File: src/core/lpm_params.svh
`ifndef LPM_PARAMS_SVH
`define LPM_PARAMS_SVH

// ==========================================================
// Register offsets
`define LPM_OFF_CONFIG       12'h000
`define LPM_OFF_PLL_CTRL     12'h004
`define LPM_OFF_CONVERTER    12'h008
`define LPM_OFF_MASKS        12'h00c
`define LPM_OFF_STATUS       12'h010
`define LPM_ADDR_W           12

// ==========================================================
// Field positions
`define LPM_CFG_HALT_EN      0
`define LPM_CFG_OSC_RUN      1
`define LPM_CFG_LVD_EN       2
`define LPM_CFG_LVD_RST      3
`define LPM_PLL_ON           0
`define LPM_PLL_BCS          1
`define LPM_MASK_EXT         0
`define LPM_MASK_KBD         1
`define LPM_ST_MODE_LO       0
`define LPM_ST_IMASK         2
`define LPM_ST_BRK_FLAG      3
`define LPM_ST_SETTLE        4
`define LPM_ST_RST_EXIT      5
`define LPM_CHSEL_W          5

// ==========================================================
// Reset values
`define LPM_RST_CONFIG       4'h0
`define LPM_RST_PLL          2'h0
`define LPM_RST_CHSEL        5'h1f
`define LPM_RST_MASKS        2'h0

// ==========================================================
// Timing
`define LPM_OSC_STAB_CYCLES  4096
`define LPM_CNT_W            13

`endif

File: src/core/lpm_pkg.sv
`include "lpm_params.svh"

package lpm_pkg;

    typedef enum logic [1:0] {
        MODE_RUN,
        MODE_IDLE,
        MODE_HALT,
        MODE_RECOVER
    } mode_t;

    typedef struct packed {
        mode_t                      mode;
        logic [`LPM_CNT_W-1:0]      stab_cnt;
        logic                       exit_by_reset;
        logic [3:0]                 config_bits;
        logic [1:0]                 pll_bits;
        logic [`LPM_CHSEL_W-1:0]    chsel;
        logic [1:0]                 masks;
        logic                       int_mask_flag;
        logic                       break_flag;
        logic                       settle;
        logic                       last_reset_exit;
        logic                       cpu_clock_en;
        logic                       bus_clock_en;
        logic                       osc_en;
        logic                       pll_en;
        logic                       gen_outputs_en;
        logic                       watchdog_clock_en;
        logic                       prescaler_clr;
        logic                       converter_run;
        logic                       converter_abort;
        logic                       breakpoint_active;
        logic                       periph_run;
        logic                       spi_reset;
        logic                       system_reset;
        logic                       wake;
        logic [31:0]                prdata;
        logic                       pready;
        logic                       pslverr;
    } state_t;

endpackage

File: src/core/low_power_mode_controller.sv
// Functional notes
// - Converter runs in idle, its interrupt wakes
// - All channel select bits set powers converter down
// - Halt aborts conversion; settle period after resume
// - Breakpoint active in idle, return adjust flag
// - Breakpoint inactive in halt, registers kept
// - Idle clears mask; reset exit sets it
// - Halt clears mask; reset exit sets it
// - Processor clock waits for oscillator stabilization
// - Generator active in idle; select and power bits
// - Halt without osc bit stops all clocks
// - Halt on vco clock clears base select
// - Halt with osc bit keeps oscillator running
// - Watchdog counts in idle, timeout resets
// - Halt stops watchdog clock, clears prescaler
// - Halt honoured only when enable bit set
// - External interrupt wakes either mode unmasked
// - Keypad interrupt wakes either mode unmasked
// - Voltage detector resets device from either mode
// - Serial interface runs idle, frozen in halt
// - SPI frozen in halt, reset exit resets it
// - Timers run idle, frozen in halt
// - Halt stops bus clock without osc bit
//
// The address map and the APB slave port were decided locally.
`include "lpm_params.svh"

module low_power_mode_controller
    import lpm_pkg::*;
#(
    parameter int unsigned OSC_STAB_CYCLES = `LPM_OSC_STAB_CYCLES
) (
    input  wire logic                     pclk,
    input  wire logic                     presetn,
    input  wire logic                     psel,
    input  wire logic                     penable,
    input  wire logic                     pwrite,
    input  wire logic [`LPM_ADDR_W-1:0]   paddr,
    input  wire logic [31:0]              pwdata,
    output logic [31:0]                   prdata,
    output logic                          pready,
    output logic                          pslverr,
    input  wire logic                     idle_instr,
    input  wire logic                     halt_instr,
    input  wire logic                     mask_set,
    input  wire logic                     mask_clear,
    input  wire logic                     ext_irq_req,
    input  wire logic                     keypad_irq_req,
    input  wire logic                     converter_irq_req,
    input  wire logic                     converter_cycle_done,
    input  wire logic                     serial_irq_req,
    input  wire logic                     spi_irq_req,
    input  wire logic                     timer_irq_req,
    input  wire logic                     generator_interrupt_out,
    input  wire logic                     breakpoint_enable,
    input  wire logic                     breakpoint_hit,
    input  wire logic                     watchdog_timeout,
    input  wire logic                     lvd_trip,
    output logic                          cpu_clock_en,
    output logic                          bus_clock_en,
    output logic                          osc_en,
    output logic                          pll_en,
    output logic                          base_clock_select,
    output logic                          generator_outputs_en,
    output logic                          watchdog_clock_en,
    output logic                          watchdog_prescaler_clr,
    output logic                          converter_run,
    output logic                          converter_abort,
    output logic                          converter_settle,
    output logic                          breakpoint_active,
    output logic                          break_return_adjust_flag,
    output logic                          serial_run,
    output logic                          spi_run,
    output logic                          spi_reset,
    output logic                          timer_run,
    output logic                          int_mask_flag,
    output logic                          system_reset_req,
    output logic                          wake_pulse
);

    // ==========================================================
    // Constants and state
    localparam logic [`LPM_CNT_W-1:0] STAB_LAST = `LPM_CNT_W'(OSC_STAB_CYCLES - 1);

    state_t s_r;
    state_t s_nxt;

    logic   ext_ok;
    logic   kbd_ok;
    logic   lvd_reset;
    logic   reset_src;
    logic   idle_wake;
    logic   halt_wake;
    logic   wr_go;
    logic   rd_go;
    logic   st_wr;
    logic   osc_run;

    // ==========================================================
    // Wake and reset sources
    always_comb begin
        ext_ok    = ext_irq_req & ~s_r.masks[`LPM_MASK_EXT];
        kbd_ok    = keypad_irq_req & ~s_r.masks[`LPM_MASK_KBD];
        lvd_reset = lvd_trip & s_r.config_bits[`LPM_CFG_LVD_EN]
                    & s_r.config_bits[`LPM_CFG_LVD_RST];
        reset_src = lvd_reset | watchdog_timeout;
        idle_wake = ext_ok | kbd_ok | converter_irq_req | serial_irq_req
                    | spi_irq_req | timer_irq_req | generator_interrupt_out
                    | (breakpoint_hit & breakpoint_enable);
        halt_wake = ext_ok | kbd_ok;
        osc_run   = s_r.config_bits[`LPM_CFG_OSC_RUN];
    end

    // ==========================================================
    // Next state
    always_comb begin
        s_nxt                 = s_r;
        s_nxt.prescaler_clr   = 1'b0;
        s_nxt.converter_abort = 1'b0;
        s_nxt.spi_reset       = 1'b0;
        s_nxt.system_reset    = 1'b0;
        s_nxt.wake            = 1'b0;
        s_nxt.pready          = 1'b0;
        s_nxt.pslverr         = 1'b0;
        s_nxt.prdata          = 32'h0000_0000;

        // Answer one cycle into the access phase; commit at the ready edge
        wr_go = psel & penable & s_r.pready & pwrite;
        rd_go = psel & penable & ~s_r.pready & ~pwrite;
        st_wr = wr_go && paddr == `LPM_OFF_STATUS;

        if (psel && penable && !s_r.pready) begin
            s_nxt.pready = 1'b1;
            unique case (paddr)
                `LPM_OFF_CONFIG:    s_nxt.prdata = {28'h0, s_r.config_bits};
                `LPM_OFF_PLL_CTRL:  s_nxt.prdata = {30'h0, s_r.pll_bits};
                `LPM_OFF_CONVERTER: s_nxt.prdata = {27'h0, s_r.chsel};
                `LPM_OFF_MASKS:     s_nxt.prdata = {30'h0, s_r.masks};
                `LPM_OFF_STATUS:    s_nxt.prdata = {26'h0, s_r.last_reset_exit, s_r.settle,
                                                    s_r.break_flag, s_r.int_mask_flag,
                                                    2'(s_r.mode)};
                default:            s_nxt.pslverr = 1'b1;
            endcase
            if (!rd_go) begin
                s_nxt.prdata = 32'h0000_0000;
            end
        end
        if (psel && penable && s_r.pready) begin
            s_nxt.pslverr = 1'b0;
        end

        if (wr_go) begin
            unique case (paddr)
                `LPM_OFF_CONFIG:    s_nxt.config_bits = pwdata[3:0];
                `LPM_OFF_PLL_CTRL:  s_nxt.pll_bits    = pwdata[1:0];
                `LPM_OFF_CONVERTER: s_nxt.chsel       = pwdata[`LPM_CHSEL_W-1:0];
                `LPM_OFF_MASKS:     s_nxt.masks       = pwdata[1:0];
                default: ;
            endcase
        end

        // Core mask requests from ordinary instructions
        if (mask_clear) begin
            s_nxt.int_mask_flag = 1'b0;
        end
        if (mask_set) begin
            s_nxt.int_mask_flag = 1'b1;
        end

        // Software clears the break flag by writing one; a new hit wins
        if (st_wr && pwdata[`LPM_ST_BRK_FLAG]) begin
            s_nxt.break_flag = 1'b0;
        end
        if (breakpoint_hit && breakpoint_enable && s_r.mode == MODE_IDLE) begin
            s_nxt.break_flag = 1'b1;
        end

        // Settle flag ends with the first completed conversion cycle
        if (converter_cycle_done) begin
            s_nxt.settle = 1'b0;
        end

        unique case (s_r.mode)
            MODE_RUN: begin
                if (reset_src) begin
                    s_nxt.system_reset    = 1'b1;
                    s_nxt.int_mask_flag   = 1'b1;
                    s_nxt.spi_reset       = 1'b1;
                    s_nxt.last_reset_exit = 1'b1;
                end else if (halt_instr && s_r.config_bits[`LPM_CFG_HALT_EN]) begin
                    s_nxt.mode            = MODE_HALT;
                    s_nxt.int_mask_flag   = 1'b0;
                    s_nxt.converter_abort = 1'b1;
                    s_nxt.prescaler_clr   = 1'b1;
                    s_nxt.pll_bits[`LPM_PLL_BCS] = 1'b0;
                end else if (idle_instr) begin
                    s_nxt.mode          = MODE_IDLE;
                    s_nxt.int_mask_flag = 1'b0;
                end
            end
            MODE_IDLE: begin
                if (reset_src) begin
                    s_nxt.mode            = MODE_RUN;
                    s_nxt.system_reset    = 1'b1;
                    s_nxt.int_mask_flag   = 1'b1;
                    s_nxt.spi_reset       = 1'b1;
                    s_nxt.converter_abort = 1'b1;
                    s_nxt.last_reset_exit = 1'b1;
                    s_nxt.wake            = 1'b1;
                end else if (idle_wake) begin
                    s_nxt.mode            = MODE_RUN;
                    s_nxt.last_reset_exit = 1'b0;
                    s_nxt.wake            = 1'b1;
                end
            end
            MODE_HALT: begin
                // Watchdog is unclocked here, so only the detector can reset
                if (lvd_reset) begin
                    s_nxt.mode          = MODE_RECOVER;
                    s_nxt.stab_cnt      = '0;
                    s_nxt.exit_by_reset = 1'b1;
                    s_nxt.system_reset  = 1'b1;
                end else if (halt_wake) begin
                    s_nxt.mode          = MODE_RECOVER;
                    s_nxt.stab_cnt      = '0;
                    s_nxt.exit_by_reset = 1'b0;
                end
            end
            MODE_RECOVER: begin
                if (s_r.stab_cnt == STAB_LAST) begin
                    s_nxt.mode            = MODE_RUN;
                    s_nxt.wake            = 1'b1;
                    s_nxt.last_reset_exit = s_r.exit_by_reset;
                    if (s_r.exit_by_reset) begin
                        s_nxt.int_mask_flag = 1'b1;
                        s_nxt.spi_reset     = 1'b1;
                    end else if (!(&s_r.chsel)) begin
                        s_nxt.settle = 1'b1;
                    end
                end else begin
                    s_nxt.stab_cnt = s_r.stab_cnt + 1'b1;
                end
            end
        endcase

        // Outputs follow the next mode so that they leave a flop
        s_nxt.cpu_clock_en   = s_nxt.mode inside {MODE_RUN};
        s_nxt.bus_clock_en   = s_nxt.mode inside {MODE_RUN, MODE_IDLE}
                               || (s_nxt.mode == MODE_HALT && osc_run);
        s_nxt.osc_en         = s_nxt.mode != MODE_HALT || osc_run;
        s_nxt.pll_en         = s_nxt.pll_bits[`LPM_PLL_ON]
                               && s_nxt.mode inside {MODE_RUN, MODE_IDLE};
        s_nxt.gen_outputs_en = s_nxt.mode inside {MODE_RUN, MODE_IDLE}
                               || (s_nxt.mode == MODE_HALT && osc_run);
        s_nxt.watchdog_clock_en = s_nxt.mode inside {MODE_RUN, MODE_IDLE};
        s_nxt.converter_run  = !(&s_nxt.chsel)
                               && s_nxt.mode inside {MODE_RUN, MODE_IDLE};
        s_nxt.breakpoint_active = breakpoint_enable
                               && s_nxt.mode inside {MODE_RUN, MODE_IDLE};
        // Frozen peripherals keep their registers; only the clock is withheld
        s_nxt.periph_run     = s_nxt.mode inside {MODE_RUN, MODE_IDLE};
    end

    // ==========================================================
    // State register
    always_ff @(posedge pclk or negedge presetn) begin
        if (!presetn) begin
            s_r                   <= '0;
            s_r.mode              <= MODE_RUN;
            s_r.config_bits       <= `LPM_RST_CONFIG;
            s_r.pll_bits          <= `LPM_RST_PLL;
            s_r.chsel             <= `LPM_RST_CHSEL;
            s_r.masks             <= `LPM_RST_MASKS;
            s_r.int_mask_flag     <= 1'b1;
            s_r.cpu_clock_en      <= 1'b1;
            s_r.bus_clock_en      <= 1'b1;
            s_r.osc_en            <= 1'b1;
            s_r.gen_outputs_en    <= 1'b1;
            s_r.watchdog_clock_en <= 1'b1;
            s_r.periph_run        <= 1'b1;
        end else begin
            s_r <= s_nxt;
        end
    end

    // ==========================================================
    // Outputs
    assign prdata                   = s_r.prdata;
    assign pready                   = s_r.pready;
    assign pslverr                  = s_r.pslverr;
    assign cpu_clock_en             = s_r.cpu_clock_en;
    assign bus_clock_en             = s_r.bus_clock_en;
    assign osc_en                   = s_r.osc_en;
    assign pll_en                   = s_r.pll_en;
    assign base_clock_select        = s_r.pll_bits[`LPM_PLL_BCS];
    assign generator_outputs_en     = s_r.gen_outputs_en;
    assign watchdog_clock_en        = s_r.watchdog_clock_en;
    assign watchdog_prescaler_clr   = s_r.prescaler_clr;
    assign converter_run            = s_r.converter_run;
    assign converter_abort          = s_r.converter_abort;
    assign converter_settle         = s_r.settle;
    assign breakpoint_active        = s_r.breakpoint_active;
    assign break_return_adjust_flag = s_r.break_flag;
    assign serial_run               = s_r.periph_run;
    assign spi_run                  = s_r.periph_run;
    assign spi_reset                = s_r.spi_reset;
    assign timer_run                = s_r.periph_run;
    assign int_mask_flag            = s_r.int_mask_flag;
    assign system_reset_req         = s_r.system_reset;
    assign wake_pulse               = s_r.wake;

endmodule

File: config.mk
export PLATFORM = sky130hd
export DESIGN_NAME = low_power_mode_controller
export DESIGN_NICKNAME = d
export VERILOG_FILES = /design/src/core/lpm_pkg.sv /design/src/core/low_power_mode_controller.sv
export VERILOG_INCLUDE_DIRS = /design/src /design/src/core
export SDC_FILE = /design/constraint.sdc
export NUM_CORES = 1
export LEC_CHECK = 0
export BUFFER_PORTS_ARGS = -buffer_cell sky130_fd_sc_hd__buf_4
export CORE_MARGIN = 5
export CORE_UTILIZATION = 45
export CTS_BUF_LIST = sky130_fd_sc_hd__clkbuf_8
export DETAILED_ROUTE_END_ITERATION = 8
export GPL_TIMING_DRIVEN = 0
export PLACE_DENSITY_LB_ADDON = 0.15
export SLEW_MARGIN = 5
export SYNTH_ARGS = -nofsm -noshare
export SYNTH_HDL_FRONTEND = slang
export SYNTH_SLANG_ARGS = --single-unit
export TNS_END_PERCENT = 5
File: constraint.sdc
create_clock -name pclk -period 1.8 [get_ports pclk]
set_input_delay 0.18 -clock pclk [delete_from_list [all_inputs] [get_ports pclk]]
set_output_delay 0.18 -clock pclk [all_outputs]
set_load 0.1 [all_outputs]
==> results.tsv <==
stage	metric	value	unit
run_status	status	finished clean	
pwr	clock share of power	26.7	%
detailed_routing	vias per cell	5.288	
pwr	Cell Pwr Density	650.2	nW/um2
floorplanning	Die Wd	90.14	um
sta	Worst-Margin Slew	0.6699	ns
pwr	total power	2478	uW
placement	Port Buffer Count	64	
pwr	Switching Power	818.7	uW
global_route	global-route wire length before repair	12.03	mm
pwr	switching share of power	33.04	%
placement	DPL Wire Length	5.396	mm
sta	Slew HR	54.93	%
floorplanning	Core Region	6314	um2
floorplanning	Ports	119	
pwr	Seq pwr share	49.8	%
worst_setup_path	startpoint types	register	
finish	Fill cells	578	
sta	post-layout min period	1.775	ns
synthesis	Yosys cell types	51	
detailed_routing	total number of vias	2501	
sta	Setup violations, final	0	
detailed_routing	DRC violations left	0	
synthesis	EDFF count, synth	0	
sta	FMAX	563.5	MHz
pwr	Cell Int Power	1659	uW
detailed_routing	drt initial violations	179	
synthesis	most numerous cell in the Yosys netlist	dfrtp_1	
synthesis	Avg Synthesized Cell Area	9.831	um2
cts	Clock Sinks	53	
global_route	Remaining Overflow, GRT	0	
detailed_routing	DRT Pass-1 Iters	4	
synthesis	Ys Warns	0	
cts	CTS H-tree lvls	2	
placement	dpl cells	460	
finish	layout cells sized above 1	39.39	%
worst_setup_path	Setup crit end kind	register	
global_route	vias in the first global route	2493	
synthesis	Cells after Synth	294	
finish	synthesis-to-layout area growth	31.86	%
sta	period utilisation layout	98.59	%
synthesis	post-synthesis instance area	2890	um2
floorplanning	Initial Util	45.78	%
global_route	global-route usage over all layers	17.74	%
synthesis	top_reg_cell synth	dfrtp_1	
cts	clock buffer depth	2	
cts	CTS tree	built	
sta	Slew Viols, Final	0	
finish	Final #Nets	461	
synthesis	share of the synthesized area in the top cell type	37.23	%
cts	CTS Buf Count	5	
synthesis	top cells by area, synth	dfrtp_1, buf_4, dfstp_2	
sta	Final Hold Fails	0	
synthesis	register bit total from synthesis	53	
finish	diodes inserted	0	
floorplanning	# rows	29	
pwr	cell leakage power	0.001762	uW
sta	RSZ-0062 raised after global routing	yes	
worst_setup_path	CP arrival	2.00	ns
worst_setup_path	critical path class	register to register	
hold_path	Hold Path Class	input port to register	
synthesis	post-synthesis sequential area ratio	46.32	%
synthesis	Post-synth top cells	dfrtp_1, buf_4, nand2_1	
cts	CTS clock-pin slew for the worst setup and hold paths	0.09	ns
synthesis	Async S/R FF share, synth	100.0	%
finish	final cell count without fillers	473	
run	total of max-cap violations	0	
sta	setup TNS	0	ns
pwr	Max VDD drop	0.4210	mV
detailed_routing	routed length per instance	15.21	um
cts	clk_lat worst skew	0.30	ns
worst_setup_path	CP Max Fanout	6	
placement	RePlAce Congestion	0.8562	
global_route	initial antenna violation count	0	
global_route	largest net degree at the start of global routing	54	
detailed_routing	number of routed nets with antenna violations	0	
sta	final hold slack	0.06409	ns
floorplanning	die area	8125	um2
synthesis	largest area contributor in the netlist	dfrtp_1	
cts	clk root buf	clkbuf_8	
pwr	Comb power frac	23.5	%
sta	Setup Skew	0.01234	ns
worst_setup_path	Req. time, crit path	2.02	ns
detailed_routing	final wirelength	7.193	mm
floorplanning	die height	90.14	um
==> final timing paths <==
kind / startpoint / endpoint / slack, ns / cells after the start
min: converter_cycle_done / converter_settle$_DFF_PN0_ / 0.06 / 2
max: s_r[66]$_DFFE_PN0P_ / s_r[76]$_DFFE_PN0P_ / 0.03 / 5
max reg2reg: s_r[66]$_DFFE_PN0P_ / s_r[76]$_DFFE_PN0P_ / 0.03 / 5
min in group asynchronous: presetn / prdata[3]$_DFF_PN0_ / 0.44 / 2
max in group asynchronous: presetn / pready$_DFF_PN0_ / 0.84 / 2
min reg2reg: s_r[65]$_DFFE_PN0P_ / converter_settle$_DFF_PN0_ / 0.48 / 1
==> cell usage in the layout, fill, tap and decap left out, types with 3 or more instances in the layout <==
cell	n
or4_1	6
or3_1	3
clkbuf_2	3
a21oi_1	15
inv_1	13
dfrtp_1	41
nor3_1	7
clkbuf_1	4
nand3_1	9
mux2_2	11
o31ai_1	7
nand2b_1	7
a211oi_1	3
mux2i_1	5
o21ai_0	12
clkbuf_8	6
buf_4	104
nand2_1	21
dfstp_2	10
nand3b_1	3
and3_1	3
a31oi_1	3
and4_1	3
nand4_1	4
nor4_1	4
nor2b_1	4
conb_1	26
nor2_1	11
==> critical path, stage by stage, from the launching register on <==
cell     delay (ns)
dfrtp_1        0.42
ha_2           0.23
nand3_4        0.14
or3_4          0.45
or3_1          0.32
a21oi_1        0.15
==> timing repair <==
action                                 in CTS  in global routing
endpoints found under the hold margin      43                  0
setup endpoints to repair                  33                 25
pin swaps                                   3                  5
hold buffers                                1                  0
setup buffers                               3                  1
resized for setup                          14                 13
==> final cells by class <==
type / count / area [um2] / area share (%)
Multi-Input combinational cell: 210 / 1396 / 36.64
Sequential cell: 53 / 1344 / 35.26
Timing Repair Buffer: 69 / 520.5 / 13.66
Buffer: 45 / 322.8 / 8.470
Tap cell: 77 / 96.34 / 2.528
Clock buffer: 6 / 82.58 / 2.167
Inverter: 11 / 41.29 / 1.083
Clock inverter: 2 / 7.507 / 0.1970
==> stage by stage <==
stage / util (%) / area [um2] / setup WS (ns)
after floorplan: - / 2990 / -0.03262
after global placement: 56.50 / 3567 / -0.5552
after detailed placement: 56.50 / 3567 / -0.5281
after CTS: 59.83 / 3777 / 0.007870
after global routing: 60.36 / 3811 / -0.08522
final: 60.36 / 3811 / 0.02545
==> routing by layer <==
metal	vias to the layer above	GRT usage, %	share of wire (%)
li1	1219	-	-
met1	1192	23.79	45
met2	85	27.99	47
met3	5	5.008	7.0
met4	0	5.211	0.81
met5	-	0	0
==> sequential cells by signal, summed over array words and instances, names as in the netlist <==
signal	cells
base_clock_select	1
osc_en	1
break_return_adjust_flag	1
cpu_clock_en	1
s_r	28
spi_reset	1
wake_pulse	1
system_reset_req	1
serial_run	1
pready	1
int_mask_flag	1
prdata	6
pll_en	1
breakpoint_active	1
converter_abort	1
generator_outputs_en	1
osc_run	1
watchdog_prescaler_clr	1
converter_settle	1
converter_run	1
pslverr	1
==> power by group through the flow <==
stage          combinational, uW  clock (uW)  sequential (uW)
4_1_cts                      579         686             1230
3_3_place_gp                 568           0             1260
3_5_place_dp                 571           0             1260
6_report                     583         661             1230
2_1_floorplan                345           0             1340
5_1_grt                      614         733             1240
==> kinds of logic (layout without fill, tap and decap cells) <==
| family | after synthesis | count (layout) | share of synthesized area (%) |
|---|---|---|---|
| AO/OA/AOI/OAI | 67 | 67 | 15.46 |
| AND/OR/NAND/NOR | 100 | 100 | 19.57 |
| adder cells (fa/ha/maj) | 1 | 1 | 0.4328 |
| buffers and inverters | 56 | 133 | 12.08 |
| other | 1 | 26 | 0.1297 |
| flip-flops | 53 | 53 | 46.32 |
| multiplexers | 16 | 16 | 6.017 |
Note: power is estimated with default switching activity, not from simulation.
